$ cat src/rtl/tsm_defines.vh
// Constants for the temperature and supply monitor controller.
// Summary of operation
// - Periodic mode repeats runs every period field times 16 ms; field resets to 0010.
// - Periodic bit resets to 1; when clear, each start gives one run.
// - Writing 1 to start launches the monitor; bit self-clears; writing 0 does nothing.
// - Under-voltage threshold is RW bits 14:12, reset 111.
// - Over-voltage threshold is RW bits 10:8, reset 000.
// - Supply band codes run 000 (above +9%) to 111 (below -16.5%).
// - Over-temperature threshold is RW bits 2:0, reset 111.
// - Temperature codes run 000 (below -40 C) to 111 (above 165 C).
// - Temperature status bits 2:0 are read-only, reset 000, same band code.
// - Supply status reports io_supply_rail band in bits 14:12, read-only.
`ifndef TSM_DEFINES_VH
`define TSM_DEFINES_VH
`define TSM_IDX_PERIOD 12'h0480
`define TSM_IDX_MODE 12'h0481
`define TSM_IDX_THRESH 12'h0482
`define TSM_IDX_TSTAT 12'h0483
`define TSM_IDX_SSTAT 12'h0484
`define TSM_IDX_IRQ_STAT 12'h0490
`define TSM_IDX_IRQ_MASK 12'h0491
`define TSM_RST_PERIOD 4'h2
`define TSM_RST_MODE_HI 14'h0028
`define TSM_RST_THRESH 16'h7007
`define TSM_THRESH_RW_MASK 16'hFFFF
`define TSM_PERIOD_UNIT_MS 16
`define TSM_CLK_HZ 125000000
`define TSM_MS_CYCLES ((`TSM_CLK_HZ / 1000))
`define TSM_SAMPLE_TIMEOUT 8'hFF
`endif

$ cat src/rtl/tsm_ctrl.v
// Temperature and supply monitor control and status block with AHB-Lite slave.
`timescale 1ns/1ns
`default_nettype none
`include "tsm_defines.vh"
module tsm_ctrl #(
  parameter [31:0] MS_CYCLES = `TSM_MS_CYCLES
) (
  input wire clk,
  input wire rst_n,
  input wire hsel,
  input wire [31:0] haddr,
  input wire [1:0] htrans,
  input wire hwrite,
  input wire [2:0] hsize,
  input wire [31:0] hwdata,
  input wire hready,
  output wire [31:0] hrdata,
  output wire hreadyout,
  output wire hresp,
  output wire sample_req,
  input wire sample_done,
  input wire [2:0] temp_band,
  input wire [2:0] io_supply_rail_band,
  input wire [2:0] core_supply_band,
  output wire [2:0] uv_threshold,
  output wire [2:0] ov_threshold,
  output wire [2:0] ot_threshold,
  output wire irq
);
  localparam ST_IDLE = 2'd0;
  localparam ST_WAIT = 2'd1;
  localparam ST_SAMPLE = 2'd2;

  // Analog results come from another timing domain; every bit passes two flops
  // before any logic reads it; each bit of a band is synchronised on its own, so a changing band can be caught half-way.
  wire [9:0] ana_in = {sample_done, temp_band, io_supply_rail_band, core_supply_band};
  wire [9:0] ana_sync;
  genvar gi;
  generate
    for (gi = 0; gi < 10; gi = gi + 1) begin : g_sync
      reg s1_reg;
      reg s2_reg;
      always @(posedge clk) begin
        if (!rst_n) begin
          s1_reg <= 1'b0;
          s2_reg <= 1'b0;
        end else begin
          s1_reg <= ana_in[gi];
          s2_reg <= s1_reg;
        end
      end
      assign ana_sync[gi] = s2_reg;
    end
  endgenerate

  // The third flop only keeps the previous synchronised level for the edge.
  reg done_s3_reg;
  always @(posedge clk) begin
    if (!rst_n) begin
      done_s3_reg <= 1'b0;
    end else begin
      done_s3_reg <= ana_sync[9];
    end
  end
  wire done_rise = ana_sync[9] & ~done_s3_reg;
  wire [2:0] temp_sync = ana_sync[8:6];
  wire [2:0] io_sync = ana_sync[5:3];
  wire [2:0] core_sync = ana_sync[2:0];

  // Bus address phase capture.
  reg wr_pend_reg;
  reg [11:0] wr_idx_reg;
  reg [31:0] rdata_reg;
  wire take = hsel & hready & htrans[1];
  wire [11:0] idx = haddr[13:2];

  reg [3:0] period_reg;
  reg [13:0] mode_hi_reg;
  reg periodic_reg;
  reg start_reg;
  reg [15:0] thresh_reg;
  reg [2:0] temp_stat_reg;
  reg [2:0] io_stat_reg;
  reg [2:0] core_stat_reg;
  wire [1:0] irq_stat_bits;
  reg [1:0] irq_mask_reg;
  reg [1:0] state_reg;
  reg [31:0] ms_cnt_reg;
  reg [7:0] per_cnt_reg;
  reg [7:0] to_cnt_reg;

  wire wr_now = wr_pend_reg;
  wire wr_period = wr_now && wr_idx_reg == `TSM_IDX_PERIOD;
  wire wr_mode = wr_now && wr_idx_reg == `TSM_IDX_MODE;
  wire wr_thresh = wr_now && wr_idx_reg == `TSM_IDX_THRESH;
  wire wr_istat = wr_now && wr_idx_reg == `TSM_IDX_IRQ_STAT;
  wire wr_imask = wr_now && wr_idx_reg == `TSM_IDX_IRQ_MASK;
  wire start_wr = wr_mode & hwdata[0];

  // A zero period is invalid; it is run as the shortest one rather than hanging.
  wire [3:0] eff_period = (period_reg == 4'h0) ? 4'h1 : period_reg;
  wire run_done = (state_reg == ST_SAMPLE) & done_rise;
  wire run_timeout = (state_reg == ST_SAMPLE) & (to_cnt_reg == `TSM_SAMPLE_TIMEOUT);
  wire ms_tick = (ms_cnt_reg == MS_CYCLES - 32'd1);
  // Each step of the period field is 16 ms, counted in millisecond ticks.
  wire [7:0] wait_ms = {eff_period, 4'h0};

  // Read multiplexer: reserved bits and unmapped words read as zero.
  reg [31:0] rdata_next;
  always @* begin
    rdata_next = 32'h0000_0000;
    case (idx)
      `TSM_IDX_PERIOD: begin
        rdata_next = {28'h000_0000, period_reg};
      end
      `TSM_IDX_MODE: begin
        rdata_next = {16'h0000, mode_hi_reg, periodic_reg, start_reg};
      end
      `TSM_IDX_THRESH: begin
        rdata_next = {16'h0000, thresh_reg};
      end
      `TSM_IDX_TSTAT: begin
        rdata_next = {29'h0000_0000, temp_stat_reg};
      end
      `TSM_IDX_SSTAT: begin
        rdata_next = {17'h0_0000, io_stat_reg, 1'b0, core_stat_reg, 8'h00};
      end
      `TSM_IDX_IRQ_STAT: begin
        rdata_next = {30'h0000_0000, irq_stat_bits};
      end
      `TSM_IDX_IRQ_MASK: begin
        rdata_next = {30'h0000_0000, irq_mask_reg};
      end
      default: begin
        rdata_next = 32'h0000_0000;
      end
    endcase
  end

  // Next values of the configuration registers; only the addressed one moves.
  reg [3:0] period_next;
  reg [13:0] mode_hi_next;
  reg periodic_next;
  reg [15:0] thresh_next;
  reg [1:0] irq_mask_next;
  always @* begin
    period_next = period_reg;
    mode_hi_next = mode_hi_reg;
    periodic_next = periodic_reg;
    thresh_next = thresh_reg;
    irq_mask_next = irq_mask_reg;
    if (wr_period) begin
      period_next = hwdata[3:0];
    end
    if (wr_mode) begin
      mode_hi_next = hwdata[15:2];
      periodic_next = hwdata[1];
    end
    if (wr_thresh) begin
      thresh_next = hwdata[15:0];
    end
    if (wr_imask) begin
      irq_mask_next = hwdata[1:0];
    end
  end

  always @(posedge clk) begin
    if (!rst_n) begin
      wr_pend_reg <= 1'b0;
      wr_idx_reg <= 12'h000;
      rdata_reg <= 32'h0000_0000;
    end else begin
      wr_pend_reg <= take & hwrite;
      if (take) begin
        wr_idx_reg <= idx;
      end
      if (take & ~hwrite) begin
        rdata_reg <= rdata_next;
      end
    end
  end

  // Configuration registers.
  always @(posedge clk) begin
    if (!rst_n) begin
      period_reg <= `TSM_RST_PERIOD;
      mode_hi_reg <= `TSM_RST_MODE_HI;
      periodic_reg <= 1'b1;
      thresh_reg <= `TSM_RST_THRESH;
      irq_mask_reg <= 2'b00;
    end else begin
      period_reg <= period_next;
      mode_hi_reg <= mode_hi_next;
      periodic_reg <= periodic_next;
      thresh_reg <= thresh_next;
      irq_mask_reg <= irq_mask_next;
    end
  end

  // Millisecond divider: a one-cycle enable pulse that only runs during a wait,
  // so every wait starts from a whole millisecond.
  always @(posedge clk) begin
    if (!rst_n) begin
      ms_cnt_reg <= 32'h0000_0000;
    end else if (state_reg != ST_WAIT || ms_tick) begin
      ms_cnt_reg <= 32'h0000_0000;
    end else begin
      ms_cnt_reg <= ms_cnt_reg + 32'h0000_0001;
    end
  end

  // Run sequencer: start launches a run, periodic mode rearms after each one.
  // A start written during a run is kept and launches the next run when it ends.
  always @(posedge clk) begin
    if (!rst_n) begin
      state_reg <= ST_IDLE;
      start_reg <= 1'b0;
      per_cnt_reg <= 8'h00;
      to_cnt_reg <= 8'h00;
    end else begin
      if (start_wr) begin
        start_reg <= 1'b1;
      end else if (start_reg && state_reg != ST_SAMPLE) begin
        start_reg <= 1'b0;
      end
      case (state_reg)
        ST_IDLE: begin
          if (start_reg) begin
            state_reg <= ST_SAMPLE;
            to_cnt_reg <= 8'h00;
          end
        end
        ST_SAMPLE: begin
          to_cnt_reg <= to_cnt_reg + 8'h01;
          if (run_done | run_timeout) begin
            per_cnt_reg <= 8'h00;
            state_reg <= periodic_reg ? ST_WAIT : ST_IDLE;
          end
        end
        ST_WAIT: begin
          if (start_reg) begin
            state_reg <= ST_SAMPLE;
            to_cnt_reg <= 8'h00;
          end else if (!periodic_reg) begin
            state_reg <= ST_IDLE;
          end else if (ms_tick) begin
            if (per_cnt_reg == wait_ms - 8'h01) begin
              state_reg <= ST_SAMPLE;
              to_cnt_reg <= 8'h00;
            end else begin
              per_cnt_reg <= per_cnt_reg + 8'h01;
            end
          end
        end
        default: begin
          state_reg <= ST_IDLE;
        end
      endcase
    end
  end

  // Status capture: bands are taken once per completed run, then held.
  always @(posedge clk) begin
    if (!rst_n) begin
      temp_stat_reg <= 3'b000;
      io_stat_reg <= 3'b000;
      core_stat_reg <= 3'b000;
    end else if (run_done) begin
      temp_stat_reg <= temp_sync;
      io_stat_reg <= io_sync;
      core_stat_reg <= core_sync;
    end
  end

  // Sticky events: bit 0 run complete, bit 1 run timeout.
  // A set wins over a write-one-to-clear in the same cycle, so no event is lost.
  wire [1:0] ev = {run_timeout & ~run_done, run_done};
  wire [1:0] ev_clr = wr_istat ? hwdata[1:0] : 2'b00;
  generate
    for (gi = 0; gi < 2; gi = gi + 1) begin : g_irq
      reg flag_reg;
      always @(posedge clk) begin
        if (!rst_n) begin
          flag_reg <= 1'b0;
        end else if (ev[gi]) begin
          flag_reg <= 1'b1;
        end else if (ev_clr[gi]) begin
          flag_reg <= 1'b0;
        end
      end
      assign irq_stat_bits[gi] = flag_reg;
    end
  endgenerate

  assign sample_req = (state_reg == ST_SAMPLE);
  assign uv_threshold = thresh_reg[14:12];
  assign ov_threshold = thresh_reg[10:8];
  assign ot_threshold = thresh_reg[2:0];
  assign irq = |(irq_stat_bits & irq_mask_reg);
  assign hrdata = rdata_reg;
  assign hreadyout = 1'b1;
  assign hresp = 1'b0;
endmodule // tsm_ctrl
`default_nettype wire

$ cat config.mk
export PLATFORM = sky130hd
export DESIGN_NAME = tsm_ctrl
export DESIGN_NICKNAME = d
export VERILOG_FILES = /design/src/rtl/tsm_ctrl.v
export VERILOG_INCLUDE_DIRS = /design/src /design/src/rtl
export SDC_FILE = /design/constraint.sdc
export NUM_CORES = 1
export LEC_CHECK = 0
export BUFFER_PORTS_ARGS = -buffer_cell sky130_fd_sc_hd__clkbuf_2
export CORE_AREA = 10 10 121 123
export DETAILED_ROUTE_END_ITERATION = 10
export DIE_AREA = 0 0 131 133
export PLACE_DENSITY = 0.77
export RECOVER_POWER = 50
export SLEW_MARGIN = 20
export SYNTH_ARGS = -nofsm -noshare
export SYNTH_HDL_FRONTEND = slang
export SYNTH_SLANG_ARGS = --single-unit
$ cat constraint.sdc
create_clock -name clk -period 3 [get_ports clk]
set_clock_uncertainty 0.1 [all_clocks]
set_input_delay 0.6 -clock clk [delete_from_list [all_inputs] [get_ports clk]]
set_output_delay 0.6 -clock clk [all_outputs]
set_load 0.03 [all_outputs]
After elaboration in Yosys (flattened, before gate mapping)
Cells that the tools add are included.
{"block": "op_classes", "n_addsub": 4, "n_eq_ne": 30, "muxes": 29, "bitwise": 15, "reduce_logical": 19}
{"operator": "equality test 12 x 11 -> 1 bit (second input constant)", "count": 12}
{"operator": "case mux 16 bit (7 select lines)", "count": 1}
{"operator": "2-to-1 mux 8 bit", "count": 10}
{"operator": "adder 32 x 1 -> 32 bit (second input constant)", "count": 1}
{"operator": "equality test 32 x 17 -> 1 bit (second input constant)", "count": 1}
{"operator": "case mux 8 bit (3 select lines)", "count": 1}
{"operator": "adder 8 x 1 -> 8 bit (second input constant)", "count": 2}
{"operator": "case mux 8 bit (2 select lines)", "count": 1}
{"operator": "2-to-1 mux 2 bit", "count": 7}
{"operator": "!= test 2 bit (second input constant)", "count": 6}
{"operator": "AND 1 bit", "count": 9}
{"operator": "!= test 3 bit (second input constant)", "count": 3}
{"operator": "equality test 8 bit", "count": 1}
{"operator": "equality test 8 bit (second input constant)", "count": 1}
{"operator": "!= test 4 bit (second input constant)", "count": 2}
{"operator": "nonzero test 2 bit", "count": 4}
{"operator": "subtractor 8 x 1 -> 8 bit (second input constant)", "count": 1}
{"operator": "2-to-1 mux 1 bit", "count": 7}
{"operator": "logical AND 1 bit", "count": 6}
{"operator": "case mux 2 bit (3 select lines)", "count": 1}
{"operator": "AND reduction 6 bit", "count": 1}
{"operator": "AND reduction 5 bit", "count": 1}
{"operator": "logical NOT 4 bit", "count": 1}
{"operator": "2-to-1 mux 4 bit", "count": 1}
{"operator": "other kinds (11)", "count": 16}
{"block": "totals", "register_bits": 165, "inputBits": 84, "output_inout_bits": 45, "word_cells": 136}

Depth between registers and ports, before layout
{"block": "depth", "word_depth": 9, "depth_mapped": 10, "depth_no_buf": 9}

Worst setup path before layout
Ideal clock, no wire load.
{"block": "synth_path", "path_kind": "register to register", "from": "register period_reg[1]", "to": "register to_cnt_reg[7]", "arrival_ns": 2.322, "t_required_ns": 2.830, "path_slack_ns": 0.508, "stages_incl_launch_ff": 10, "path_buffers": 0, "synth_period_minus_slack_ns": 2.492, "cell_sequence": "dfxtp_1 nor3_1 nor2_1 ha_1 xnor2_1 a221o_1 nor3_4 nand4_1 a2111o_1 a21oi_1"}
{"block": "synth_between", "elab_chain_len": 6}
{"item": "start: declaration", "line": "tsm_ctrl.v:77", "source": "reg [3:0] period_reg;"}
{"item": "start signal: assignment", "line": "tsm_ctrl.v:186", "source": "period_reg <= `TSM_RST_PERIOD;"}
{"item": "start signal: assignment", "line": "tsm_ctrl.v:192", "source": "period_reg <= period_next;"}
{"item": "logical NOT 4 bit", "line": "tsm_ctrl.v:101", "source": "wire [3:0] eff_period = (period_reg == 4'h0) ? 4'h1 : period_reg;"}
{"item": "2-to-1 mux 4 bit *", "line": "tsm_ctrl.v:101"}
{"item": "subtractor 8 x 1 -> 8 bit *", "line": "tsm_ctrl.v:247", "source": "if (per_cnt_reg == wait_ms - 8'h01) begin"}
{"item": "equality test 8 bit *", "line": "tsm_ctrl.v:247"}
{"item": "!= test 3 bit (no source line) *"}
{"item": "AND reduction 5 bit (no source line) *"}
{"item": "end signal: assignment", "line": "tsm_ctrl.v:234", "source": "to_cnt_reg <= to_cnt_reg + 8'h01;"}
{"item": "end: declaration", "line": "tsm_ctrl.v:90", "source": "reg [7:0] to_cnt_reg;"}
Mark *: on every way between the ends. The rest lies on a longest branch, timed or not.
A chain may end at the register's enable or synchronous reset.

Worst setup path in the final report
{"block": "layout_path", "from": "register period_reg[1]", "to": "register to_cnt_reg[0]"}
The elaborated chain is that of the path after synthesis.

==> impl_results.md <==
* Via/cell ratio at 5.52
* Pins Over Slew Limit at 0
* Postcts setup bufs at 0
* Die area at roughly 17000 um^2
* Share of layout cells above drive strength 1 at between 10% and 20%
* Critical Path Source Type: register
* DP Area at around 7000 um^2
* Initial antenna violation count at 0
* Gate power share at 3.2%
* Total power at approximately 4.4 mW
* Root buf cell: clkbuf_16
* Vias in the first global route at ~5300
* Hpwl dp at about 11000 um
* Share of the synthesized area in the top cell type at approximately 45%
* Final worst slack at 0.154 ns
* H-tree Lvls at 4
* Sequential power share at 45.5%
* CP Max Fanout at 8
* Via Count at approximately 5400
* Top Ports at 129
* Detailed Route WL at 15300 um
* Cell Area, Synth at between 6000 and 7000 um^2
* Worst Path Arrival at 3.03 ns
* Layout area overhead at 14.7%
* HP Class: in -> reg
* Clock share of power at between 50 and 60%
* Sequential fraction of the synthesis area at 45.0%
* Worst reg2reg path depth at 9
* Area of the core at around 12000 um^2
* Ant. Diodes at 0
* Worst slew pin tran at about 1.3 ns
* DR WL/cell at roughly 16 um
* P_leak at about 2.8 nW
* Fmax at 0.351 GHz
* Final critical-path required period at roughly 2.8 ns
* GRT Util Overall at between 15 and 20%
* Fillers at ~1000
* First-pass iteration count of the detailed router at 6
* Initial DRC count at a little over 500
* Port bufs at 70
* Crit Path Class: reg -> reg
* Crit. End Element: register
* Power per cell area at 579 nW/um^2
* Final Hold Vio Count at 0
* Post-CTS resize count at 0
* RSZ-0062 raised after global routing: false
* Clock sinks at 149
* Clock buffer count from CTS at 17
* First-pass GRT wire length at ~25000 um
* Yosys warns at 0
* Design Area, Final at around 7600 um^2
* Most common cell in the netlist: dfxtp_1
* CTS max path bufs at 2
* Top cell type by total area after synthesis: dfxtp_1
* Maximum resistive drop on vdd at roughly 0.00027 V
* Hold path depth at 2
* Worst skew pair latency at 0.41 ns
* Post-route ant nets at 0
* Largest net degree at the start of global routing at 42
* CTS Hold Buffers Added at 0
* Std-Cell Rows at roughly 40
* Final Wtd Congestion at ~0.9
* Utilization after layout at around 61%
* Tcrit/Tclk final at between 90% and 100%
* Initial Util at 53.6%
* CTS tree: done
* CTS clk-pin slew, worst paths at around 0.060 ns
* Setup Viol. Count Final at 0
* Pre-CTS setup slack at approximately 0.21 ns
* Critical Path RT at 3.19 ns
* Die Wd at roughly 130 um
* Cells after synthesis at 741
* Slew headroom at between 10% and 20%
* GR Overflow Total at 0
* Avg Inst Size Synth at approximately 8.9 um^2
* Outcome: finished clean
* Most frequent cells after synthesis: dfxtp_1 (149), nand2_1 (97), nor2_1 (46)
* Synth cell types at 60
* Seq cells post-synth at around 150
* DRC Markers at 0
* Switch share at 19.9%
* FFs w/ async S/R, synth at 0%
* Final nets at 887
* Post-synth EDFFs at 0
* Net switching power at 0.876 mW
* Chip height at between 100 and 150 um
* Main synth FF type: dfxtp_1
* Number of flip-flops in the largest register at 32
* MaxCap Viol Count at 0
* Internal power at about 3.5 mW
* Final TNS setup at 0 ns
* Synth top area cells: dfxtp_1 (45%), nand2_1 (5.5%), mux2i_1 (5.1%)
==> final timing paths <==
path / to / from / slack [ns]
worst max-delay path: to_cnt_reg[0] / period_reg[1] / 0.15
worst min-delay path: g_sync[6].s1_reg / temp_band[0] / 0.29
worst max register to register: to_cnt_reg[0] / period_reg[1] / 0.15
worst min register to register: g_sync[8].s2_reg / g_sync[8].s1_reg / 0.33
==> metrics by stage <==
stage | hold slack, ns | instances
6_report | 0.292 | 984
5_1_grt | 0.292 | 984
4_1_cts | 0.279 | 984
3_5_place_dp | 0.317 | 952
3_3_place_gp | 0.316 | 952
2_1_floorplan | 0.312 | 757
==> layer usage <==
metal,GRT usage [%],routed length [um]
met1,20.5,6470
met2,29.1,7630
met3,4.63,987
met4,6.24,186
met5,0,0
==> cells in the final DEF, fill, tap and decap left out, drive strengths merged, types with 4 or more instances in the layout <==
master	synthesis	routed
mux2i	34	34
xnor2	10	10
and3	15	15
a222oi	6	6
and4	4	4
nor3	17	17
or2	7	7
nand3	31	31
or3	7	7
and2	42	42
nand2	98	98
or4	5	5
inv	10	10
clkbuf	25	98
a22oi	6	6
buf	34	8
nand4	14	14
bufinv	0	4
nor2	46	46
xor2	19	19
a21boi	25	25
conb	2	18
nor4	9	9
o31ai	4	4
a21oi	23	23
dfxtp	149	149
a21o	4	4
nor2b	29	29
o21ai	26	26
ha	4	4
==> power by group through the flow <==
stage,combinational [mW],clock (mW),sequential [mW]
global placement,0.134,0,2.05
floorplan,0.104,0,2.04
CTS,0.138,2.29,2.00
finish,0.139,2.26,2.00
global route,0.150,2.38,2.00
detailed placement,0.137,0,2.05
==> worst max-delay path: stages, from the launching register on <==
cell     delay (ns)
dfxtp_1        0.36
nor3_1         0.26
nor2_1         0.07
ha_1           0.30
xnor2_1        0.13
a221o_1        0.30
nor3_4         0.35
a31oi_1        0.25
o31ai_4        0.48
nor3_1         0.11
==> cell families (layout without fill, tap and decap cells) <==
group                      after synthesis  after routing  synth area share [%]
DFF                                    149            149                  45.0
adders and majority gates                4              4                 0.756
other                                    2             18                 0.113
AOI/OAI and AO/OA                      112            112                  11.6
buffers and inverters                   69            124                  5.61
muxes                                   39             39                  6.50
xor gates and xnor gates                29             29                  3.84
and+or+nand+nor                        337            337                  26.5
==> area by class of cell <==
| type | instances | area [um^2] | share of cell area, % |
|---|---|---|---|
| clock buffer | 24 | 492 | 6.47 |
| clock inverter | 8 | 145 | 1.91 |
| inverter | 10 | 37.5 | 0.494 |
| multi-input combinational | 539 | 3330 | 43.8 |
| sequential | 149 | 2980 | 39.3 |
| tap | 172 | 215 | 2.83 |
| timing repair buffer | 82 | 394 | 5.19 |
No activity file was read; power rests on OpenSTA's default activity.
